===== config.mk =====
export PLATFORM = sky130hd
export DESIGN_NAME = adsq_seq_ctrl
export DESIGN_NICKNAME = d
export VERILOG_FILES = /design/src/core/adsq_clkgen.v /design/src/core/adsq_seq_ctrl.v
export VERILOG_INCLUDE_DIRS = /design/src /design/src/core
export SDC_FILE = /design/constraint.sdc
export NUM_CORES = 1
export LEC_CHECK = 0
export BUFFER_PORTS_ARGS = -buffer_cell sky130_fd_sc_hd__buf_2
export CORE_ASPECT_RATIO = 0.7
export CORE_MARGIN = 5
export CORE_UTILIZATION = 50
export CTS_BUF_LIST = sky130_fd_sc_hd__clkbuf_4
export DETAILED_ROUTE_END_ITERATION = 12
export GPL_TIMING_DRIVEN = 0
export PLACE_DENSITY = 0.7
export SLEW_MARGIN = 5
export SYNTH_ARGS = -nofsm -noshare
export SYNTH_HDL_FRONTEND = slang
export SYNTH_HIERARCHICAL = 1
export SYNTH_SLANG_ARGS = --single-unit

===== constraint.sdc =====
create_clock -name clk -period 4.7 [get_ports clk]
set_clock_uncertainty 0.05 [all_clocks]
set_input_delay 0.94 -clock clk [delete_from_list [all_inputs] [get_ports clk]]
set_output_delay 0.94 -clock clk [all_outputs]
set_load 0.01 [all_outputs]

===== src/core/adsq_consts.vh =====
`ifndef ADSQ_CONSTS_VH
`define ADSQ_CONSTS_VH
// register indices on the plain port (3-bit address)
`define ADSQ_ADDR_CTRL1 3'h0
`define ADSQ_ADDR_CTRL2 3'h1
`define ADSQ_ADDR_CTRL3 3'h2
`define ADSQ_ADDR_INSEL 3'h3
`define ADSQ_ADDR_PIN_ANALOG_CONFIG 3'h4
`define ADSQ_ADDR_SCAN 3'h5
`define ADSQ_ADDR_BUFRD 3'h6
`define ADSQ_ADDR_BUFIX 3'h7
// control one fields
`define ADSQ_C1_ON 15
`define ADSQ_C1_FMT_LO 8
`define ADSQ_C1_TRIG_LO 5
`define ADSQ_C1_AUTO_SAMPLE_START 2
`define ADSQ_C1_SAMPLE_ENABLE 1
`define ADSQ_C1_DONE 0
`define ADSQ_C1_WMASK 16'hA3E7
// control two fields
`define ADSQ_C2_SCAN 10
`define ADSQ_C2_BUFFER_HALF_STATUS 7
`define ADSQ_C2_SEQUENCES_PER_INTERRUPT_LO 2
`define ADSQ_C2_SPLIT_BUFFER_MODE 1
`define ADSQ_C2_ALTERNATE_MUX_MODE 0
`define ADSQ_C2_WMASK 16'hE43F
// control three fields, input select mask and divider limit
`define ADSQ_C3_RC 15
`define ADSQ_C3_AUTO_SAMPLE_TIME_LO 8
`define ADSQ_C3_WMASK 16'h9FFF
`define ADSQ_INSEL_WMASK 16'h9F9F
`define ADSQ_DIV_MAX 8'h3F
// trigger sources
`define ADSQ_TRIG_SW 3'h0
`define ADSQ_TRIG_PIN 3'h1
`define ADSQ_TRIG_TMR_A 3'h2
`define ADSQ_TRIG_TMR_B 3'h4
`define ADSQ_TRIG_CTU 3'h6
`define ADSQ_TRIG_AUTO 3'h7
// input codes and conversion length
`define ADSQ_CH_LAST_PIN 5'h0C
`define ADSQ_CH_CORE 5'h0D
`define ADSQ_CH_HALF_BG 5'h0E
`define ADSQ_CH_BG 5'h0F
`define ADSQ_CH_CTU 5'h1F
`define ADSQ_CONV_TADS 5'h0C
`endif


===== src/core/adsq_clkgen.v =====
`timescale 1ns/100ps
`include "adsq_consts.vh"
// conversion clock tick generator
module adsq_clkgen (
  clk,
  rst_n,
  run,
  use_rc,
  rc_tick,
  divider,
  tad_tick
);
  input wire clk;
  input wire rst_n;
  input wire run;
  input wire use_rc;
  input wire rc_tick;
  input wire [7:0] divider;
  output reg tad_tick;
  reg [7:0] cnt_reg;
  wire [7:0] div_eff;
  // reserved divider values are clamped so the period stays bounded
  assign div_eff = (divider > `ADSQ_DIV_MAX) ? `ADSQ_DIV_MAX : divider;
  always @(posedge clk or negedge rst_n) begin
    if (!rst_n) begin
      cnt_reg <= 8'h00;
      tad_tick <= 1'b0;
    end else if (!run) begin
      cnt_reg <= 8'h00;
      tad_tick <= 1'b0;
    end else if (use_rc) begin
      cnt_reg <= 8'h00;
      tad_tick <= rc_tick;
    end else if (cnt_reg >= div_eff) begin
      cnt_reg <= 8'h00;
      tad_tick <= 1'b1;
    end else begin
      cnt_reg <= cnt_reg + 8'h01;
      tad_tick <= 1'b0;
    end
  end
endmodule // adsq_clkgen


===== src/core/adsq_seq_ctrl.v =====
// Contract
// - scan enable steps mux A positive input
// - fill status shows half being filled
// - interrupt every field-plus-one sequences
// - buffer mode: two halves or sixteen words
// - alternate mode: A first, then B/A
// - clock source: RC when set, else system
// - auto-sample time in conversion clocks
// - divider gives period times value-plus-one
// - codes 0 to 12 route pins AN0-AN12
// - codes 13-15 pick internal references
// - code 31 reserved for charge-time unit
// - config bits disable internal reference channels
// - scan-select bits pick channels to scan
// - trigger source ends sampling
// - auto-sample restarts after each conversion
// - output format of 10-bit results
// - buffer lost when converter switched off
//
// The address map and the plain strobed port were left to the implementer.
`timescale 1ns/100ps
`include "adsq_consts.vh"
module adsq_seq_ctrl (
  clk,
  rst_n,
  reg_addr,
  reg_wdata,
  reg_wr,
  reg_rd,
  reg_rdata,
  rc_tick,
  trig_pin,
  trig_tmr_a,
  trig_tmr_b,
  trig_ctu,
  conv_result,
  conv_done,
  sample_on,
  conv_start,
  tad_tick,
  pos_sel,
  pos_sel_valid,
  neg_sel_an1,
  ref_enables,
  pin_digital,
  conv_irq
);
  input wire clk;
  input wire rst_n;
  input wire [2:0] reg_addr;
  input wire [15:0] reg_wdata;
  input wire reg_wr;
  input wire reg_rd;
  output reg [15:0] reg_rdata;
  input wire rc_tick;
  input wire trig_pin;
  input wire trig_tmr_a;
  input wire trig_tmr_b;
  input wire trig_ctu;
  input wire [9:0] conv_result;
  input wire conv_done;
  output reg sample_on;
  output reg conv_start;
  output wire tad_tick;
  output reg [4:0] pos_sel;
  output reg pos_sel_valid;
  output reg neg_sel_an1;
  output reg [2:0] ref_enables;
  output reg [12:0] pin_digital;
  output reg conv_irq;

  // ****************************************
  // reset and pin synchronisers
  // ****************************************
  reg [1:0] rst_sync_reg;
  wire srst_n;
  always @(posedge clk or negedge rst_n) begin
    if (!rst_n) begin
      rst_sync_reg <= 2'b00;
    end else begin
      rst_sync_reg <= {rst_sync_reg[0], 1'b1};
    end
  end
  assign srst_n = rst_sync_reg[1];

  // rc tick and trigger pin come from outside this clock domain
  reg [2:0] rc_sync_reg;
  reg [2:0] pin_sync_reg;
  reg pin_level_reg;
  reg rc_level_reg;
  always @(posedge clk or negedge srst_n) begin
    if (!srst_n) begin
      rc_sync_reg <= 3'b000;
      pin_sync_reg <= 3'b000;
      pin_level_reg <= 1'b0;
      rc_level_reg <= 1'b0;
    end else begin
      rc_sync_reg <= {rc_sync_reg[1:0], rc_tick};
      pin_sync_reg <= {pin_sync_reg[1:0], trig_pin};
      if (pin_sync_reg[1] == pin_sync_reg[2]) begin
        pin_level_reg <= pin_sync_reg[2];
      end
      if (rc_sync_reg[1] == rc_sync_reg[2]) begin
        rc_level_reg <= rc_sync_reg[2];
      end
    end
  end

  // ****************************************
  // registers
  // ****************************************
  reg [15:0] ctrl1_reg;
  reg [15:0] ctrl2_reg;
  reg [15:0] ctrl3_reg;
  reg [15:0] insel_reg;
  reg [15:0] pin_analog_config_reg;
  reg [15:0] scan_reg;
  reg [3:0] buf_ix_reg;
  reg [9:0] buf_mem [0:15];

  wire conv_on = ctrl1_reg[`ADSQ_C1_ON];
  wire [1:0] fmt = ctrl1_reg[`ADSQ_C1_FMT_LO +: 2];
  wire [2:0] trig_src = ctrl1_reg[`ADSQ_C1_TRIG_LO +: 3];
  wire auto_sample_start = ctrl1_reg[`ADSQ_C1_AUTO_SAMPLE_START];
  wire scan_enable = ctrl2_reg[`ADSQ_C2_SCAN];
  wire [3:0] sequences_per_interrupt = ctrl2_reg[`ADSQ_C2_SEQUENCES_PER_INTERRUPT_LO +: 4];
  wire split_buffer_mode = ctrl2_reg[`ADSQ_C2_SPLIT_BUFFER_MODE];
  wire alternate_mux_mode = ctrl2_reg[`ADSQ_C2_ALTERNATE_MUX_MODE];
  wire [4:0] auto_sample_time = ctrl3_reg[`ADSQ_C3_AUTO_SAMPLE_TIME_LO +: 5];

  // ****************************************
  // conversion clock
  // ****************************************
  reg rc_prev_reg;
  wire rc_edge = rc_level_reg & ~rc_prev_reg;
  adsq_clkgen u_clkgen (
    .clk(clk),
    .rst_n(srst_n),
    .run(conv_on),
    .use_rc(ctrl3_reg[`ADSQ_C3_RC]),
    .rc_tick(rc_edge),
    .divider(ctrl3_reg[7:0]),
    .tad_tick(tad_tick)
  );

  // ****************************************
  // functions
  // ****************************************
  // same decode for both mux settings
  function code_ok;
    input [4:0] code;
    input [15:0] pin_analog_config;
    begin
      if (code <= `ADSQ_CH_LAST_PIN) begin
        code_ok = 1'b1;
      end else if (code == `ADSQ_CH_CORE) begin
        code_ok = ~pin_analog_config[13];
      end else if (code == `ADSQ_CH_HALF_BG) begin
        code_ok = ~pin_analog_config[14];
      end else if (code == `ADSQ_CH_BG) begin
        code_ok = ~pin_analog_config[15];
      end else begin
        code_ok = (code == `ADSQ_CH_CTU);
      end
    end
  endfunction

  // scan bit index to input code
  function [4:0] scan_code;
    input [3:0] idx;
    begin
      scan_code = {1'b0, idx};
    end
  endfunction

  function [15:0] format_word;
    input [9:0] d;
    input [1:0] f;
    begin
      case (f)
        2'b11: format_word = {~d[9], d[8:0], 6'h00};
        2'b10: format_word = {d, 6'h00};
        2'b01: format_word = {{7{~d[9]}}, d[8:0]};
        default: format_word = {6'h00, d};
      endcase
    end
  endfunction

  // ****************************************
  // sequence state machine
  // ****************************************
  localparam ST_IDLE = 3'b001;
  localparam ST_SAMPLE_ENABLE = 3'b010;
  localparam ST_CONV = 3'b100;
  reg [2:0] state_reg;
  reg [4:0] sample_enable_cnt_reg;
  reg use_b_reg;
  reg [3:0] scan_ix_reg;
  reg [3:0] wr_ptr_reg;
  reg [3:0] seq_cnt_reg;
  reg trig_pin_prev_reg;
  reg trig_hit;
  reg [3:0] nxt_ix;
  integer k;

  always @* begin
    case (trig_src)
      `ADSQ_TRIG_PIN: trig_hit = pin_level_reg & ~trig_pin_prev_reg;
      `ADSQ_TRIG_TMR_A: trig_hit = trig_tmr_a;
      `ADSQ_TRIG_TMR_B: trig_hit = trig_tmr_b;
      `ADSQ_TRIG_CTU: trig_hit = trig_ctu;
      `ADSQ_TRIG_AUTO: trig_hit = tad_tick &
        (sample_enable_cnt_reg + 5'h01 >= auto_sample_time);
      default: trig_hit = 1'b0;
    endcase
  end

  // a stopped converter restarts the scan at the lowest selected channel
  wire [3:0] scan_base = conv_on ? scan_ix_reg : 4'hF;

  // next enabled scan channel after the current one
  always @* begin
    nxt_ix = scan_base;
    for (k = 16; k >= 1; k = k - 1) begin
      if (scan_reg[scan_base + k[3:0]]) begin
        nxt_ix = scan_base + k[3:0];
      end
    end
  end

  always @* begin
    if (use_b_reg && alternate_mux_mode) begin
      pos_sel = insel_reg[12:8];
      neg_sel_an1 = insel_reg[15];
    end else if (scan_enable) begin
      pos_sel = scan_code(scan_ix_reg);
      neg_sel_an1 = insel_reg[7];
    end else begin
      pos_sel = insel_reg[4:0];
      neg_sel_an1 = insel_reg[7];
    end
    pos_sel_valid = conv_on & code_ok(pos_sel, pin_analog_config_reg);
    ref_enables = ~pin_analog_config_reg[15:13];
    pin_digital = pin_analog_config_reg[12:0];
  end

  wire sample_enable_bit = ctrl1_reg[`ADSQ_C1_SAMPLE_ENABLE];
  wire sw_end = (trig_src == `ADSQ_TRIG_SW) & reg_wr &
    (reg_addr == `ADSQ_ADDR_CTRL1) & ~reg_wdata[`ADSQ_C1_SAMPLE_ENABLE];
  wire half_size = split_buffer_mode;

  always @(posedge clk or negedge srst_n) begin
    if (!srst_n) begin
      state_reg <= ST_IDLE;
      sample_enable_cnt_reg <= 5'h00;
      use_b_reg <= 1'b0;
      scan_ix_reg <= 4'h0;
      wr_ptr_reg <= 4'h0;
      seq_cnt_reg <= 4'h0;
      trig_pin_prev_reg <= 1'b0;
      rc_prev_reg <= 1'b0;
      ctrl1_reg <= 16'h0000;
      ctrl2_reg <= 16'h0000;
      ctrl3_reg <= 16'h0000;
      insel_reg <= 16'h0000;
      pin_analog_config_reg <= 16'h0000;
      scan_reg <= 16'h0000;
      buf_ix_reg <= 4'h0;
      sample_on <= 1'b0;
      conv_start <= 1'b0;
      conv_irq <= 1'b0;
    end else begin
      trig_pin_prev_reg <= pin_level_reg;
      rc_prev_reg <= rc_level_reg;
      conv_start <= 1'b0;
      conv_irq <= 1'b0;
      if (reg_wr) begin
        case (reg_addr)
          `ADSQ_ADDR_CTRL1: ctrl1_reg <= reg_wdata & `ADSQ_C1_WMASK;
          `ADSQ_ADDR_CTRL2: ctrl2_reg <= (reg_wdata & `ADSQ_C2_WMASK) |
            (ctrl2_reg & 16'h0080);
          `ADSQ_ADDR_CTRL3: ctrl3_reg <= reg_wdata & `ADSQ_C3_WMASK;
          `ADSQ_ADDR_INSEL: insel_reg <= reg_wdata & `ADSQ_INSEL_WMASK;
          `ADSQ_ADDR_PIN_ANALOG_CONFIG: pin_analog_config_reg <= reg_wdata;
          `ADSQ_ADDR_SCAN: scan_reg <= reg_wdata;
          `ADSQ_ADDR_BUFIX: buf_ix_reg <= reg_wdata[3:0];
          default: ;
        endcase
      end
      if (!conv_on) begin
        state_reg <= ST_IDLE;
        use_b_reg <= 1'b0;
        wr_ptr_reg <= 4'h0;
        seq_cnt_reg <= 4'h0;
        scan_ix_reg <= nxt_ix;
        ctrl2_reg[`ADSQ_C2_BUFFER_HALF_STATUS] <= 1'b0;
        sample_on <= 1'b0;
      end else begin
        case (state_reg)
          ST_IDLE: begin
            if (sample_enable_bit || auto_sample_start) begin
              state_reg <= ST_SAMPLE_ENABLE;
              sample_enable_cnt_reg <= 5'h00;
              sample_on <= 1'b1;
              ctrl1_reg[`ADSQ_C1_SAMPLE_ENABLE] <= 1'b1;
            end
          end
          ST_SAMPLE_ENABLE: begin
            if (tad_tick) begin
              sample_enable_cnt_reg <= sample_enable_cnt_reg + 5'h01;
            end
            if (trig_hit || sw_end) begin
              state_reg <= ST_CONV;
              sample_on <= 1'b0;
              conv_start <= 1'b1;
              ctrl1_reg[`ADSQ_C1_SAMPLE_ENABLE] <= 1'b0;
              ctrl1_reg[`ADSQ_C1_DONE] <= 1'b0;
            end
          end
          ST_CONV: begin
            if (conv_done) begin
              buf_mem[{half_size & ctrl2_reg[`ADSQ_C2_BUFFER_HALF_STATUS], 3'b000} |
                wr_ptr_reg] <= conv_result;
              ctrl1_reg[`ADSQ_C1_DONE] <= 1'b1;
              // a stale b phase must not outlive alternate mode
              use_b_reg <= alternate_mux_mode & ~use_b_reg;
              if (scan_enable && !use_b_reg) begin
                scan_ix_reg <= nxt_ix;
              end
              if (seq_cnt_reg == sequences_per_interrupt) begin
                seq_cnt_reg <= 4'h0;
                conv_irq <= 1'b1;
                wr_ptr_reg <= 4'h0;
                if (half_size) begin
                  ctrl2_reg[`ADSQ_C2_BUFFER_HALF_STATUS] <=
                    ~ctrl2_reg[`ADSQ_C2_BUFFER_HALF_STATUS];
                end
              end else begin
                seq_cnt_reg <= seq_cnt_reg + 4'h1;
                wr_ptr_reg <= half_size ? {1'b0, wr_ptr_reg[2:0] + 3'h1} :
                  wr_ptr_reg + 4'h1;
              end
              if (auto_sample_start) begin
                state_reg <= ST_SAMPLE_ENABLE;
                sample_enable_cnt_reg <= 5'h00;
                sample_on <= 1'b1;
                ctrl1_reg[`ADSQ_C1_SAMPLE_ENABLE] <= 1'b1;
              end else begin
                state_reg <= ST_IDLE;
              end
            end
          end
          default: state_reg <= ST_IDLE;
        endcase
      end
    end
  end

  // ****************************************
  // read port
  // ****************************************
  always @(posedge clk or negedge srst_n) begin
    if (!srst_n) begin
      reg_rdata <= 16'h0000;
    end else if (reg_rd) begin
      case (reg_addr)
        `ADSQ_ADDR_CTRL1: reg_rdata <= ctrl1_reg;
        `ADSQ_ADDR_CTRL2: reg_rdata <= ctrl2_reg;
        `ADSQ_ADDR_CTRL3: reg_rdata <= ctrl3_reg;
        `ADSQ_ADDR_INSEL: reg_rdata <= insel_reg;
        `ADSQ_ADDR_PIN_ANALOG_CONFIG: reg_rdata <= pin_analog_config_reg;
        `ADSQ_ADDR_SCAN: reg_rdata <= scan_reg;
        // contents read as zero while off rather than cleared word by word
        `ADSQ_ADDR_BUFRD: reg_rdata <= conv_on ?
          format_word(buf_mem[buf_ix_reg], fmt) : 16'h0000;
        `ADSQ_ADDR_BUFIX: reg_rdata <= {12'h000, buf_ix_reg};
        default: reg_rdata <= 16'h0000;
      endcase
    end else begin
      reg_rdata <= 16'h0000;
    end
  end
endmodule // adsq_seq_ctrl


==> summary.txt, run 1 <==
Floorplanning
  – Die Height: 156.0 µm
  – Initial core utilization: 50.66%
  – I/O pin cnt: 82
  – Row count: 53
  – Die Span X: 218.5 µm
  – Core area: 0.03004 mm²
  – DIE AREA: 0.03408 mm²

Timing
  – Finish-stage setup viols: 0
  – Slew Limit Headroom: 10.52%
  – Hold Violations, Final: 0
  – Slew @ Worst Pin: 1.337 ns
  – RSZ-0062 raised after global routing: no
  – Fin crit share: 94.30%
  – Slew Limit Fails: 0
  – Crit path time final: 4.432 ns
  – Fmax achieved: 225.6 MHz

Routing
  – Met3 routed WL: 5.430 mm
  – DRT Pass-1 Iters: 6
  – Top layer in use: met5
  – DRC: 0
  – WL met1: 19.26 mm
  – Wire per inst: 23.73 µm
  – ANT nets after route: 0
  – Met2 Wirelength: 17.09 mm
  – Via density: 6.104
  – Final WL: 42.73 mm
  – Via count: 10.99k
  – Iter 0 DRT Violations: 1429

Worst setup path
  – Crit start category: flip-flop
  – Reg-to-reg startpoint: ctrl1_reg[15]$_DFFE_PN0P_
  – Cells on worst reg2reg path: 16
  – Top cell family by delay on the critical path: compound AO/OA/AOI/OAI gates
  – Crit path cell chain: buf_4 > inv_1 > nor2_4 > inv_2 > ha_1 > clkbuf_1 > xnor2_4 > mux4_2 > a22oi_2 > o311ai_2 > nand3_1 > nor4bb_1 > o31ai_1 > a21oi_1 > a211o_1 > a31oi_1
  – Setup Crit Path Kind: flip-flop to flip-flop
  – Reg2reg end: scan_ix_reg[2]$_DFFE_PN0P_
  – Slowest cell delay on critical path: 0.42 ns
  – Worst path required time: 5.20 ns
  – FF-to-FF setup slack: 0.27 ns
  – Largest fanout on the critical path: 11
  – Crit. End Element: flip-flop
  – Arr. time, crit path: 4.93 ns
  – CP max stage cell: mux4_2
  – Crit path buf inv count: 4

CTS
  – CTS H-tree lvls: 3
  – CTS root buf: clkbuf_4
  – Clock slew at the register clock pins of the worst setup and hold paths: 0.07 ns
  – Clock Sinks: 304
  – Clk_lat worst skew: 0.72 ns
  – Worst-case clock buffer depth: 3
  – Total CTS buffers: 76
  – CTS tree: built

Finish
  – Most frequent cells in the layout: 160 x edfxtp_1, 142 x dfrtp_1, 116 x clkbuf_4
  – Number of flip-flops in the largest register: 160
  – Design area: 0.01727 mm²
  – Share of cells above drive strength 1: 29.34%
  – # nets final: 1395
  – Commonest non-fill, non-tap cell in the layout: edfxtp_1
  – Syn-to-layout area delta: 13.52%

Synthesis
  – Synthesized area: 0.01522 mm²
  – Yosys cell types: 79
  – Yosys top cell area share: 31.57%
  – Sequential-to-total area share from yosys stat: 55.26%
  – Cells after Synth: 1162
  – Synth top area cells: edfxtp_1 32%, dfrtp_1 24%, mux4_2 11%, mux2_2 5.6%, mux2i_1 2.8%
  – Synth Register Bits: 304
  – Ys flop type: edfxtp_1
  – Syn Area/Cell: 13.10 µm²
  – Ys async rst share: 47.37%
  – Syn. warnings: 6
  – Post-synth EDFFs: 160
  – Cell taking the most area after synthesis: edfxtp_1

Place
  – Number of port buffers: 80
  – Routability Congestion: 0.9642
  – Post-Place Cell Area: 0.01620 mm²
  – Post-DP HPWL: 30.75 mm

Power
  – Total leakage power: 6.799 nW
  – Peak supply drop: 251.7 µV
  – Power, Total: 9.413 mW
  – Power per Cell Area: 544.9 mW/mm²

GRT
  – Total gr overflow: 0
  – GRT Overall Usage: 25.44%
  – Initial antenna violation count: 1
  – Largest net degree at the start of global routing: 69
  – First-pass GRT wire length: 65.23 mm
  – Vias in the first global route: 10.71k

Min path
  – Hold WC Path Type: flip-flop to asynchronous set/reset pin

Run
  – Max Cap Viol: 0

Outcome
  – Status: finished clean
==> repair_timing <==
| action | in CTS | in global routing |
|---|---|---|
| resized for setup | 4 | 7 |
| endpoints found under the setup margin | 3 | 3 |
| endpoints found under the hold margin | 2 | 0 |
| hold buffers | 1 | 0 |
| buffers inserted | 0 | 4 |
| pin swaps | 0 | 1 |
==> metal layers <==
metal / global-route usage [%] / vias to the layer above
met3: 8.807 / 71
met4: 6.784 / 2
met2: 33.33 / 640
met5: 2.083 / -
li1: - / 4797
met1: 39.95 / 5484
==> area by class of cell <==
class / instances / area (µm²)
Fill cell: 2456 / 12770
Sequential cell: 304 / 8413
Multi-Input combinational cell: 760 / 6417
Clock buffer: 115 / 863.3
Tap cell: 412 / 515.5
Timing Repair Buffer: 87 / 495.5
Buffer: 68 / 332.8
Inverter: 31 / 116.4
Clock inverter: 22 / 115.1
Antenna cell: 2 / 5.005
==> through the flow <==
| stage | setup WS [ns] | std cells | util, % | setup TNS, ns | hold WS (ns) |
|---|---|---|---|---|---|
| after floorplan | 0.8018 | 1163 | - | 0 | 0.2811 |
| after global placement | -0.3507 | 1655 | 53.72 | -1.019 | 0.2854 |
| after detailed placement | -0.3735 | 1657 | 53.91 | -1.000 | 0.1506 |
| after CTS | 0.03907 | 1795 | 57.29 | 0 | 0.1361 |
| after global routing | 0.08730 | 1801 | 57.50 | 0 | 0.1598 |
| final | 0.2677 | 1801 | 57.50 | 0 | 0.1164 |
==> how the worst max path moves through the flow <==
stage / start / end / slack [ns] / depth (start not counted)
2_1_floorplan: ctrl1_reg[15]$_DFFE_PN0P_ / scan_ix_reg[1]$_DFFE_PN0P_ / 0.80 / 14
3_3_place_gp: ctrl1_reg[15]$_DFFE_PN0P_ / scan_ix_reg[1]$_DFFE_PN0P_ / -0.35 / 14
3_5_place_dp: ctrl1_reg[15]$_DFFE_PN0P_ / scan_ix_reg[2]$_DFFE_PN0P_ / -0.37 / 16
4_1_cts: ctrl1_reg[15]$_DFFE_PN0P_ / scan_ix_reg[1]$_DFFE_PN0P_ / 0.04 / 15
5_1_grt: ctrl1_reg[15]$_DFFE_PN0P_ / scan_ix_reg[1]$_DFFE_PN0P_ / 0.09 / 15
6_report: ctrl1_reg[15]$_DFFE_PN0P_ / scan_ix_reg[2]$_DFFE_PN0P_ / 0.27 / 16
==> worst register-to-register path: cells and delay by family, from the launching register on <==
family / cells / cell delay [ns]
XOR/XNOR: 1 / 0.35
AND/OR/NAND/NOR: 3 / 0.80
multiplexers: 1 / 0.42
flip-flops: 1 / 0.41
AO/OA/AOI/OAI: 6 / 1.23
adder cells (fa/ha/maj): 1 / 0.25
buffers and inverters: 4 / 0.79
==> Yosys cell counts, types with 5 or more instances <==
| cell | instances |
|---|---|
| a211oi_1 | 5 |
| mux2_2 | 76 |
| ha_1 | 28 |
| clkbuf_1 | 36 |
| nand4_1 | 5 |
| a22oi_1 | 9 |
| edfxtp_1 | 160 |
| nand2_1 | 85 |
| a221oi_1 | 12 |
| nor2b_1 | 16 |
| nor3_1 | 15 |
| mux4_2 | 75 |
| buf_1 | 10 |
| xnor2_1 | 13 |
| buf_2 | 5 |
| a31oi_1 | 11 |
| xor2_1 | 11 |
| mux2i_1 | 42 |
| a21o_1 | 7 |
| and2_1 | 7 |
| dfrtp_1 | 143 |
| and3_1 | 6 |
| buf_4 | 16 |
| nand3_1 | 26 |
| a22o_1 | 6 |
| o21ai_0 | 65 |
| nor2_1 | 84 |
| inv_1 | 26 |
| o211ai_1 | 11 |
| o22ai_1 | 8 |
| nand2b_1 | 12 |
| a21oi_1 | 57 |
==> logic make-up after synthesis <==
group                      count (synthesis)  synth area share, %
muxes                                    193                19.49
buffers and inverters                     99                2.927
xor gates and xnor gates                  27                1.776
DFF                                      304                55.26
AOI/OAI and AO/OA                        228                9.546
and+or+nand+nor                          279                8.518
other                                      2              0.04935
adders and majority gates                 30                2.434
==> report_power, final <==
| group | total (mW) | switching (mW) | internal (mW) |
|---|---|---|---|
| clock | 2.25 | 1.08 | 1.18 |
| combinational | 3.86 | 2.26 | 1.61 |
| sequential | 3.30 | 0.265 | 3.03 |
| total | 9.41 | 3.60 | 5.82 |
(Power assumes the default switching activity.)
==> inputs of run 2 (changes only) <==
- PLACE_DENSITY: 0.7 -> 0.67
- clock period: 4.7 -> 5.2 ns (I/O delays scaled with it)
==> summary.txt, run 2 (synthesized netlist as in run 1, its figures left out) <==
Timing
  – Fmax achieved: 205.0 MHz
  – Finish-stage setup viols: 0
  – Fin crit share: 93.82%
  – Slew Limit Fails: 0
  – Total negative setup slack: 0 ns
  – RSZ-0062 raised after global routing: no
  – Hold Violations, Final: 0
  – Slew @ Worst Pin: 1.359 ns
  – Slew Limit Headroom: 9.064%
  – Crit path time final: 4.878 ns

GRT
  – GRT Overall Usage: 25.67%
  – Total gr overflow: 0
  – Vias in the first global route: 10.70k
  – Largest net degree at the start of global routing: 64
  – First-pass GRT wire length: 65.90 mm
  – Initial antenna violation count: 1

Place
  – Post-DP HPWL: 31.18 mm
  – Routability Congestion: 0.9610
  – Post-Place Cell Area: 0.01620 mm²
  – Number of port buffers: 80
  – Placed insts: 1657

Finish
  – Non-Filler Instances: 1793
  – Most frequent cells in the layout: 160 x edfxtp_1, 142 x dfrtp_1, 113 x clkbuf_4
  – Commonest non-fill, non-tap cell in the layout: edfxtp_1
  – Reg area: 0.008413 mm²
  – Syn-to-layout area delta: 13.16%
  – # nets final: 1391
  – Share of cells above drive strength 1: 28.70%
  – Number of flip-flops in the largest register: 160
  – Area of the multi-input gates: 0.006395 mm²
  – # fillers: 2449
  – Design area: 0.01722 mm²

Routing
  – Via count: 11.06k
  – Final WL: 43.54 mm
  – DRT Pass-1 Iters: 6
  – ANT nets after route: 0
  – Via density: 6.167
  – Iter 0 DRT Violations: 1392
  – DRC: 0
  – Wire per inst: 24.28 µm

Worst setup path
  – Slowest cell delay on critical path: 0.50 ns
  – Crit path cell chain: buf_4 > inv_1 > nor2_2 > inv_2 > ha_1 > clkbuf_1 > xnor2_4 > mux4_2 > a22oi_2 > o311ai_2 > nand3_1 > nor4bb_1 > o31ai_1 > a21oi_1 > a211o_1 > a31oi_1
  – Crit. End Element: flip-flop
  – CP max stage cell: xnor2_4
  – Worst path required time: 5.70 ns
  – Setup Crit Path Kind: flip-flop to flip-flop
  – Largest fanout on the critical path: 11
  – Crit path buf inv count: 4
  – Crit start category: flip-flop
  – Arr. time, crit path: 5.38 ns
  – Top cell family by delay on the critical path: compound AO/OA/AOI/OAI gates

CTS
  – # hold bufs at CTS: 0
  – Total CTS buffers: 77
  – CTS root buf: clkbuf_4
  – Clk_lat worst skew: 0.75 ns
  – CTS H-tree lvls: 3
  – CTS tree: built
  – Clock Sinks: 304
  – Worst-case clock buffer depth: 3
  – Clock slew at the register clock pins of the worst setup and hold paths: 0.06 ns

Floorplanning
  – Row count: 53
  – Die Height: 156.0 µm
  – I/O pin cnt: 82
  – Initial core utilization: 50.66%
  – DIE AREA: 0.03408 mm²
  – Die Span X: 218.5 µm
  – Core area: 0.03004 mm²

Power
  – Total leakage power: 6.760 nW
  – Power, Total: 8.493 mW
  – Power per Cell Area: 493.2 mW/mm²
  – Peak supply drop: 247.0 µV

Run
  – Max Cap Viol: 0

Min path
  – Hold WC Path Type: input port to asynchronous set/reset pin

Outcome
  – Status: finished clean
==> run 2: cell count changes in the layout (fill, tap and decap cells not counted), moves of 2 or more <==
cell      previous run  this run
clkbuf_4           116       113
inv_2                7         3
buf_4               20        16
nor2_2               0         3
clkinv_1            14        18
clkinv_2             5         3
nor2_1              84        82
==> run 2: path summary, 6_finish.rpt <==
| check | endpoint | slack (ns) | startpoint | cells past startpoint |
|---|---|---|---|---|
| max | scan_ix_reg[2]$_DFFE_PN0P_ | 0.32 | ctrl1_reg[15]$_DFFE_PN0P_ | 16 |
| min | rst_sync_reg[1]$_DFF_PN0_ | 0.08 | rst_n | 1 |
| max reg2reg | scan_ix_reg[2]$_DFFE_PN0P_ | 0.32 | ctrl1_reg[15]$_DFFE_PN0P_ | 16 |
| min reg2reg | sample_on$_DFFE_PN0P_ | 0.15 | rst_sync_reg[1]$_DFF_PN0_ | 0 |
| max in group asynchronous | ctrl2_reg[10]$_DFFE_PN0P_ | 3.96 | rst_sync_reg[1]$_DFF_PN0_ | 2 |
| min in group clk | rc_sync_reg[1]$_DFF_PN0_ | 0.30 | rc_sync_reg[0]$_DFF_PN0_ | 0 |
==> run 2: per-stage QoR <==
stage	setup WS, ns	util (%)	hold WS (ns)
2_1_floorplan	0.3282	-	0.2812
3_3_place_gp	-1.669	53.72	0.2854
3_5_place_dp	0.05280	53.91	0.1933
4_1_cts	0.01965	57.21	0.02751
5_1_grt	0.09886	57.32	0.02579
6_report	0.3216	57.32	0.08001
==> run 2: layout make-up <==
cell class / count / share of cell area, %
plain buffers: 68 / 1.918
repair buffers: 82 / 2.645
flip-flops and latches: 304 / 48.86
clock buffers: 113 / 4.927
diodes: 1 / 0.01453
multi-input cells: 760 / 37.14
inverters: 31 / 0.6758
clock inverters: 22 / 0.8284
well taps: 412 / 2.994
==> run 2: layer usage <==
metal,wire length (µm),GRT usage [%]
met3,5193,7.934
met1,19590,40.28
met2,18010,35.09
met4,743,6.067
met5,0,0
==> run 2: power breakdown <==
part | internal (mW) | switching [mW] | leakage (nW)
registers | 2.74 | 0.238 | 3.23
logic | 1.41 | 2.05 | 2.94
clock network | 1.10 | 0.963 | 0.585
==> run 2: repair_timing <==
| action | in CTS | in global routing |
|---|---|---|
| buffers inserted | 0 | 0 |
| setup endpoints to repair | 0 | 3 |
| resized for setup | 0 | 5 |
